===== src/hw/lci_defs.svh =====
// Constants for the line clock interrupt and status block.
// Assumes inclusion by bare name from the package and the design file.
`ifndef LCI_DEFS_SVH
`define LCI_DEFS_SVH

`define LCI_ADDR_WORD      18'o777546
`define LCI_VECTOR         16'o000100
`define LCI_BIT_ENABLE     6
`define LCI_BIT_MONITOR    7
`define LCI_SSYN_DELAY_NS  100
`define LCI_CLK_PERIOD_NS  20

`endif


===== src/hw/lci_pkg.sv =====
// Types for the line clock interrupt and status block.
// Assumes the constants header sits beside it.
`include "lci_defs.svh"

package lci_pkg;

	typedef enum logic [3:0] {
		LCI_IDLE    = 4'b0001,
		LCI_REQUEST = 4'b0010,
		LCI_GRANTED = 4'b0100,
		LCI_MASTER  = 4'b1000
	} lci_state_t;

endpackage

===== src/hw/lci_line_clock.sv =====
// Line clock interrupt request and two-bit status register on the system bus.
// Assumes bus inputs are synchronous to clock; bus outputs are asserted-high levels.
`include "lci_defs.svh"

// Summary of operation
// Idle: all flip-flops clear, nothing driven.
// Pulse sets request only when enabled.
// Request without grant drives level-6 request.
// Grant latches, blocks passing, drops request.
// Grant latched, not master: assert select acknowledge.
// Become master when grant, sync, busy clear.
// Master drives busy, interrupt, vector 100.
// Slave sync clears request and both latches in the same cycle.
// Processor grants level 6 only if highest.
// Processor drops grant on select acknowledge.
// Processor answers with sync, takes vector.
// Initialize clears enable and monitor bits.
// Every pulse sets monitor bit.
// Selected write with data bit 7 clears monitor.
// Access needs address match with master sync.
// Slave sync follows selection after fixed delay.
// Selected write loads enable from bit 6.
// Enable clear forces request clear while awaiting grant.
// Selected read returns enable and monitor bits.
// Fixed word address, byte bit ignored.
// Line pulse synchronised and edge detected.
module lci_line_clock
	import lci_pkg::*;
#(
	parameter int SSYN_CYCLES = (`LCI_SSYN_DELAY_NS + `LCI_CLK_PERIOD_NS - 1) / `LCI_CLK_PERIOD_NS
)(
	input  wire logic        clock,
	input  wire logic        reset_n,
	input  wire logic        line_pulse_in,
	input  wire logic [17:0] bus_addr,
	input  wire logic        bus_c1,
	input  wire logic        bus_msyn,
	input  wire logic        bus_ssyn_in,
	input  wire logic        bus_bbsy_in,
	input  wire logic [15:0] bus_data_in,
	input  wire logic        grant_level6_in,
	output logic             grant_level6_out,
	output logic             bus_br6,
	output logic             bus_sack,
	output logic             bus_bbsy_out,
	output logic             bus_intr,
	output logic             bus_ssyn_out,
	output logic [15:0]      bus_data_out,
	output logic             bus_data_oe
);

	// ****************************************
	// Line pulse detection
	// ****************************************
	// The first stage feeds only the second; the edge detector looks at later stages.
	logic sync1_reg;
	logic sync2_reg;
	logic sync3_reg;
	wire  line_event = sync2_reg & ~sync3_reg;

	always_ff @(posedge clock or negedge reset_n) begin
		if (!reset_n) begin
			sync1_reg <= 1'b0;
			sync2_reg <= 1'b0;
			sync3_reg <= 1'b0;
		end else begin
			sync1_reg <= line_pulse_in;
			sync2_reg <= sync1_reg;
			sync3_reg <= sync2_reg;
		end
	end

	// ****************************************
	// Address selection and slave sync
	// ****************************************
	// The low address bit is left out of the compare so both bytes hit the word.
	wire addr_hit  = (bus_addr[17:1] == `LCI_ADDR_WORD >> 1);
	wire selected  = addr_hit & bus_msyn;
	wire is_write  = bus_c1;
	logic [7:0] delay_reg;
	logic [7:0] delay_next;
	logic       done_reg;
	logic       enable_reg;
	logic       monitor_reg;

	wire  delay_done = (delay_reg == 8'(SSYN_CYCLES));
	assign delay_next = !selected ? 8'h00 : (delay_done ? delay_reg : delay_reg + 8'h01);
	wire  strobe     = selected & delay_done & ~done_reg;

	always_ff @(posedge clock or negedge reset_n) begin
		if (!reset_n) begin
			delay_reg <= 8'h00;
			done_reg  <= 1'b0;
		end else begin
			delay_reg <= delay_next;
			done_reg  <= selected & delay_done;
		end
	end

	// ****************************************
	// Status register
	// ****************************************
	// Write acts once per bus cycle, on the cycle the slave sync first rises.
	wire wr_strobe = strobe & is_write;
	wire enable_next = wr_strobe ? bus_data_in[`LCI_BIT_ENABLE] : enable_reg;
	// A new pulse wins over a clearing write in the same cycle.
	wire monitor_next = line_event ? 1'b1 :
		((wr_strobe & bus_data_in[`LCI_BIT_MONITOR]) ? 1'b0 : monitor_reg);

	always_ff @(posedge clock or negedge reset_n) begin
		if (!reset_n) begin
			enable_reg  <= 1'b0;
			monitor_reg <= 1'b0;
		end else begin
			enable_reg  <= enable_next;
			monitor_reg <= monitor_next;
		end
	end

	// ****************************************
	// Interrupt control
	// ****************************************
	lci_state_t state_reg;
	lci_state_t state_next;
	logic       request_ff;
	logic       grant_latch_ff;
	logic       master_latch_ff;

	always_comb begin
		state_next = state_reg;
		case (state_reg)
			LCI_IDLE: begin
				if (line_event && enable_reg) begin
					state_next = LCI_REQUEST;
				end
			end
			LCI_REQUEST: begin
				if (grant_level6_in) begin
					state_next = LCI_GRANTED;
				end
			end
			LCI_GRANTED: begin
				if (!grant_level6_in && !bus_ssyn_in && !bus_bbsy_in) begin
					state_next = LCI_MASTER;
				end
			end
			LCI_MASTER: begin
				if (bus_ssyn_in) begin
					state_next = LCI_IDLE;
				end
			end
			default: state_next = LCI_IDLE;
		endcase
		if (!enable_reg && (state_reg == LCI_REQUEST)) begin
			state_next = LCI_IDLE;
		end
	end

	always_ff @(posedge clock or negedge reset_n) begin
		if (!reset_n) begin
			state_reg <= LCI_IDLE;
		end else begin
			state_reg <= state_next;
		end
	end

	assign request_ff      = (state_reg != LCI_IDLE);
	assign grant_latch_ff  = state_reg[2] | state_reg[3];
	assign master_latch_ff = state_reg[3];

	// ****************************************
	// Bus outputs
	// ****************************************
	// The grant passes downstream only when this block is not requesting.
	assign grant_level6_out = grant_level6_in & ~request_ff;
	assign bus_br6          = request_ff & ~grant_latch_ff;
	assign bus_sack         = grant_latch_ff & ~master_latch_ff;
	assign bus_bbsy_out     = master_latch_ff;
	assign bus_intr         = master_latch_ff;
	assign bus_ssyn_out     = selected & delay_done;

	logic [15:0] data_reg;
	logic        oe_reg;
	wire  rd_sel = selected & ~is_write;
	wire [15:0] rd_word = {8'h00, monitor_reg, enable_reg, 6'h00};
	wire [15:0] data_next = master_latch_ff ? `LCI_VECTOR : (rd_sel ? rd_word : 16'h0000);

	always_ff @(posedge clock or negedge reset_n) begin
		if (!reset_n) begin
			data_reg <= 16'h0000;
			oe_reg   <= 1'b0;
		end else begin
			data_reg <= data_next;
			oe_reg   <= master_latch_ff | rd_sel;
		end
	end

	assign bus_data_out = data_reg;
	assign bus_data_oe  = oe_reg;

endmodule


===== config.mk =====
export PLATFORM = sky130hd
export DESIGN_NAME = lci_line_clock
export DESIGN_NICKNAME = d
export VERILOG_FILES = /design/src/hw/lci_pkg.sv /design/src/hw/lci_line_clock.sv
export VERILOG_INCLUDE_DIRS = /design/src /design/src/hw
export SDC_FILE = /design/constraint.sdc
export NUM_CORES = 1
export LEC_CHECK = 0
export BUFFER_PORTS_ARGS = -buffer_cell sky130_fd_sc_hd__buf_2
export CAP_MARGIN = 20
export CELL_PAD_IN_SITES_DETAIL_PLACEMENT = 1
export CELL_PAD_IN_SITES_GLOBAL_PLACEMENT = 1
export CORE_UTILIZATION = 31
export DETAILED_ROUTE_END_ITERATION = 7
export GPL_TIMING_DRIVEN = 0
export PLACE_DENSITY = 0.85
export SYNTH_ARGS = -nofsm -noshare
export SYNTH_HDL_FRONTEND = slang
export SYNTH_SLANG_ARGS = --single-unit

===== constraint.sdc =====
create_clock -name clock -period 2.05 [get_ports clock]
set_input_delay 0.205 -clock clock [delete_from_list [all_inputs] [get_ports clock]]
set_output_delay 0.205 -clock clock [all_outputs]
set_load 0.02 [all_outputs]

# Word-level counts from Yosys, hierarchy flattened
# Cells that the tools add are included.
# W data, S select, Z words.
[totals]
out_inout_bits = 23
memories = 0
ramBits = 0
rom_bits = 0
register_bits = 27
elab_cells = 63
latchBits = 0
[op_classes]
n_bitwise = 18
div = 0
magnitude_cmp = 0
n_mul = 0
n_shift = 0
eq_ne = 12
n_addsub = 1
n_mux = 12
reduce_logical = 10
[ops]
columns = ["operator", "n"]
rows = [
  ["$mux W8", 4],
  ["$mux W4", 5],
  ["$eq A17 B17 Y1 const B", 1],
  ["$pmux W4 S4", 1],
  ["$and A1 B1 Y1", 10],
  ["$ne A3 B3 Y1 const B", 3],
  ["$add A8 B1 Y8 const B", 1],
  ["$eq A8 B3 Y1 const B", 1],
  ["$not A1 Y1", 6],
  ["$eq A4 B1 Y1 const B", 1],
  ["$eq A4 B2 Y1 const B", 1],
  ["$eq A4 B3 Y1 const B", 1],
  ["$eq A4 B4 Y1 const B", 1],
  ["$logic_and A1 B1 Y1", 4],
  ["$logic_not A1 Y1", 4],
  ["$ne A4 B1 Y1 const B", 1],
  ["$reduce_and A4 Y1", 1],
  ["$ne A3 B2 Y1 const B", 1],
  ["$mux W1", 2],
  ["$ne A2 B2 Y1 const B", 1],
  ["$or A1 B1 Y1", 2],
  ["$reduce_bool A2 Y1", 1],
]

# Depth between registers and ports, before layout
[logic_depth]
word_depth = 8
mapped_depth = 6
mapped_depth_nobuf = 6

# Least setup slack after synthesis
# OpenSTA, ideal clock, no wires.
[synth_path]
kind = "register -> register"
startpoint = "register delay_reg[0]"
endpoint = "register enable_reg"
path_stages_with_launch = 6
path_slack_ns = 0.619
arrival_ns = 1.304
t_required_ns = 1.923
path_buffers = 0
cell_sequence = "dfrtp_1 -> ha_1 -> and4bb_1 -> and2_1 -> nand4_1 -> mux2_1"
[synth_between]
elab_chain_cells = 4
[synth_lines]
columns = ["element", "line_no", "rtl"]
rows = [
  ["start: declaration", "lci_line_clock.sv:80", "logic [7:0] delay_reg;"],
  ["start signal: assignment", "lci_line_clock.sv:95", "delay_reg <= delay_next;"],
  ["$eq A8 B3 Y1", "lci_line_clock.sv:86", "wire delay_done = (delay_reg == 8'(SSYN_CYCLES));"],
  ["$and A1 B1 Y1 (2 in a row)", "lci_line_clock.sv:88", "wire strobe = selected & delay_done & ~done_reg;"],
  ["$and A1 B1 Y1", "lci_line_clock.sv:104", "wire wr_strobe = strobe & is_write;"],
  ["end signal: assignment", "lci_line_clock.sv:115", "enable_reg <= enable_next;"],
  ["end: declaration", "lci_line_clock.sv:83", "logic enable_reg;"],
]
# No other way between the ends.
# A chain may end at the register's enable or synchronous reset.

# Worst setup path after layout
[layout_path]
startpoint = "register delay_reg[1]"
endpoint = "output bus_ssyn_out"
[layout_between]
elab_chain_cells = 2
[layout_lines]
columns = ["element", "line_no", "rtl"]
rows = [
  ["$eq A8 B3 Y1", "lci_line_clock.sv:86", ""],
  ["$and A1 B1 Y1", "lci_line_clock.sv:180", "assign bus_ssyn_out = selected & delay_done;"],
  ["end: declaration", "lci_line_clock.sv:47", "output logic bus_ssyn_out,"],
]
# No other way between the ends.

==> impl_metrics.py <==
metrics = {
    "status": {
        "status": "finished, final reports clean",
    },
    "worst_setup_path": {
        "r2r-start": "delay_reg[1]",
        "reg2regPathDepth": 6,
        "r2r_end": "enable_reg",
        "required_ns": 1.85,
        "cp-start-kind": "flop",
        "crit_fanout": 6,
        "regToRegSetupSlack_ns": 0.49,
        "worst_setup_path_end_kind": "output port",
        "arrival_ns": 1.71,
        "worstSetupPathType": "flop to output port",
    },
    "cells_and_area": {
        "drive_gt1_share_pct": 35.9,
        "n_fill_cell": 426,
        "stdcell_area_sq_mm": 0.00145,
        "n_antenna_cell": 0,
        "nets": 212,
        "multiInputGateArea_sq_um": 518,
        "largest_register_ffs": 8,
        "final-seq-area_sq_um": 527,
        "final_util_pct": 42.9,
        "syn_to_final_growth_pct": 29.5,
    },
    "timing": {
        "hold_violations": 0,
        "max_freq_mhz": 522,
        "finalCritPeriodShare_pct": 93.5,
        "clock_skew_ns": 0.00174,
        "min_period_ns": 1.92,
        "setup_ws_ns": 0.133,
        "maxSlewViolCount": 0,
        "rsz0062_at_grt": "false",
        "fin_setup_tns_ns": 0,
        "setup_viol": 0,
    },
    "place": {
        "place_ws_ns": 0.406,
        "place_hpwl_mm": 2.08,
        "placedInstanceArea_sq_mm": 0.00140,
        "gp_congestion": 0.755,
        "port-buffer-count": 35,
    },
    "die": {
        "coreArea_sq_mm": 0.00339,
        "start_util_pct": 33.1,
        "die_area_sq_mm": 0.00387,
        "io_pins": 65,
        "rows": 21,
        "fp.dieW_microns": 62.2,
        "die_h_microns": 62.2,
    },
    "synthesis": {
        "netlist_top_cells_area": "dfrtp_1 45%, buf_4 10%, nor2_1 5.4%, nand4_1 2.8%, dfstp_2 2.3%",
        "yosysMostFrequentCell": "dfrtp_1",
        "yosysUniqueCellTypes": 36,
        "synth_ff_type": "dfrtp_1",
        "syn_inst": 113,
        "syn_area_sq_mm": 0.00112,
        "synth_top_cells_by_count": "20 x dfrtp_1, 16 x nor2_1, 15 x buf_4",
        "ys_warn_count": 0,
        "synth_top_area_share_pct": 44.6,
        "ys_seq_elements": 21,
        "synth-seq-area-share_pct": 46.9,
        "avgSynthCellArea_sq_um": 9.93,
        "async_flop_share_pct": 100,
        "yosys.area.top_type": "dfrtp_1",
        "synth-edff-count": 0,
    },
    "drt": {
        "drt-total-wl_mm": 2.61,
        "vias_per_cell": 4.71,
        "drtIter0Drc": 19,
        "drcViolationCount": 0,
        "first_pass_iters": 4,
        "wl_per_cell_microns": 12.2,
        "ant_nets": 0,
        "vias": 1003,
    },
    "pwr": {
        "ir_worst_vdd_mv": 0.217,
        "powerDensity_mw_per_mm2": 490,
        "total_power_mw": 0.712,
        "cellLeakagePower_nw": 0.715,
    },
    "clocking": {
        "cts_setup_buffers": 0,
        "root_buffer": "clkbuf_4",
        "clkTransAtPathRegs_ns": 0.12,
        "cts_tree": "built",
        "cts-buffers-inserted": 3,
        "clkLatencyLatePin_ns": 0.30,
        "clock_path_buffers": 2,
        "clock_sinks": 21,
        "h-tree-depth": 1,
    },
    "grt": {
        "grt_max_degree": 22,
        "grt_antenna_before_repair": 0,
        "grt_pass1_vias": 1071,
        "track_usage_pct": 14.8,
        "grt_overflow": 0,
        "grt_pass1_wl_mm": 4.53,
    },
    "min_path": {
        "whs_path_depth": 2,
        "worstHoldPathType": "input pin to flop",
        "worstHoldStart": "bus_ssyn_in",
        "whs_endpoint": "state_reg[3]",
    },
    "job": {
        "maxCapViolations": 0,
    },
}
## report_power, final
part	switching, mW	total (mW)	internal (mW)
Sequential	0.000940	0.418	0.417
Clock	0.128	0.201	0.0728
Combinational	0.0499	0.0931	0.0433
Total	0.179	0.712	0.533
## how the worst max path moves through the flow
stage	from	endpoint	slack, ns
4_1_cts	delay_reg[1]	bus_ssyn_out	0.06
3_3_place_gp	bus_addr[4]	bus_ssyn_out	0.46
3_5_place_dp	bus_addr[4]	bus_ssyn_out	0.41
5_1_grt	delay_reg[1]	bus_ssyn_out	0.003
2_1_floorplan	delay_reg[0]	enable_reg	0.62
6_report	delay_reg[1]	bus_ssyn_out	0.13
## worst max-delay path, cell delays in order, from the launching register on
cell and delay, ns:
dfrtp_1 0.43, inv_1 0.08, ha_1 0.14, and4bb_1 0.23
nand2_1 0.18, nor2_2 0.16, buf_2 0.18
## layout by cell type, fill, tap and decap left out, types with 2 or more instances in the layout
| cell type | Yosys | final |
|---|---|---|
| a211oi_1 | 2 | 2 |
| a21oi_1 | 4 | 4 |
| and3_1 | 3 | 3 |
| buf_2 | 1 | 36 |
| buf_4 | 15 | 15 |
| clkbuf_4 | 0 | 3 |
| conb_1 | 1 | 14 |
| dfrtp_1 | 20 | 20 |
| dlygate4sd3_1 | 0 | 2 |
| ha_1 | 2 | 2 |
| inv_1 | 3 | 3 |
| nand2_1 | 5 | 5 |
| nand3_1 | 4 | 4 |
| nand4_1 | 5 | 5 |
| nor2_1 | 16 | 15 |
| nor2b_1 | 4 | 4 |
| nor3_2 | 2 | 2 |
| o21ai_0 | 2 | 2 |
| o21bai_1 | 2 | 2 |
| xnor2_1 | 3 | 3 |
| xor2_1 | 2 | 2 |
## cell families (layout without fill, tap and decap cells)
kind of cell | Yosys count | in the layout | synth area share, %
fa+ha+maj | 2 | 2 | 2.23
flops | 21 | 21 | 46.9
buf+inv | 19 | 60 | 11.5
mux | 2 | 2 | 1.90
xor+xnor | 5 | 5 | 3.90
other cells | 1 | 14 | 0.334
compound gates | 13 | 13 | 7.69
simple gates | 50 | 50 | 25.5
## cell type report
class | count | share of cell area, %
repair buffers | 37 | 13.4
plain buffers | 16 | 8.09
well taps | 46 | 3.96
inverters | 3 | 0.775
multi-input cells | 86 | 35.6
clock buffers | 3 | 1.55
clock inverters | 1 | 0.344
flip-flops and latches | 21 | 36.2
## per-layer routing
| layer | GRT usage [%] | part of all wire, % |
|---|---|---|
| met2 | 27.2 | 50 |
| met5 | 0 | 0 |
| met4 | 9.30 | 3.9 |
| met3 | 4.23 | 7.9 |
| met1 | 14.5 | 39 |
## through the flow
stage	hold WS, ns	cells
3_3_place_gp	0.172	207
6_report	0.0780	213
2_1_floorplan	-0.0906	126
4_1_cts	0.0682	213
5_1_grt	0.0703	213
3_5_place_dp	0.176	207
## repair_timing
action,CTS,global route
hold buffers,2,0
resized for setup,0,1
hold endpoints to repair,21,0
endpoints found under the setup margin,0,1
No activity file was read; power rests on OpenSTA's default activity.
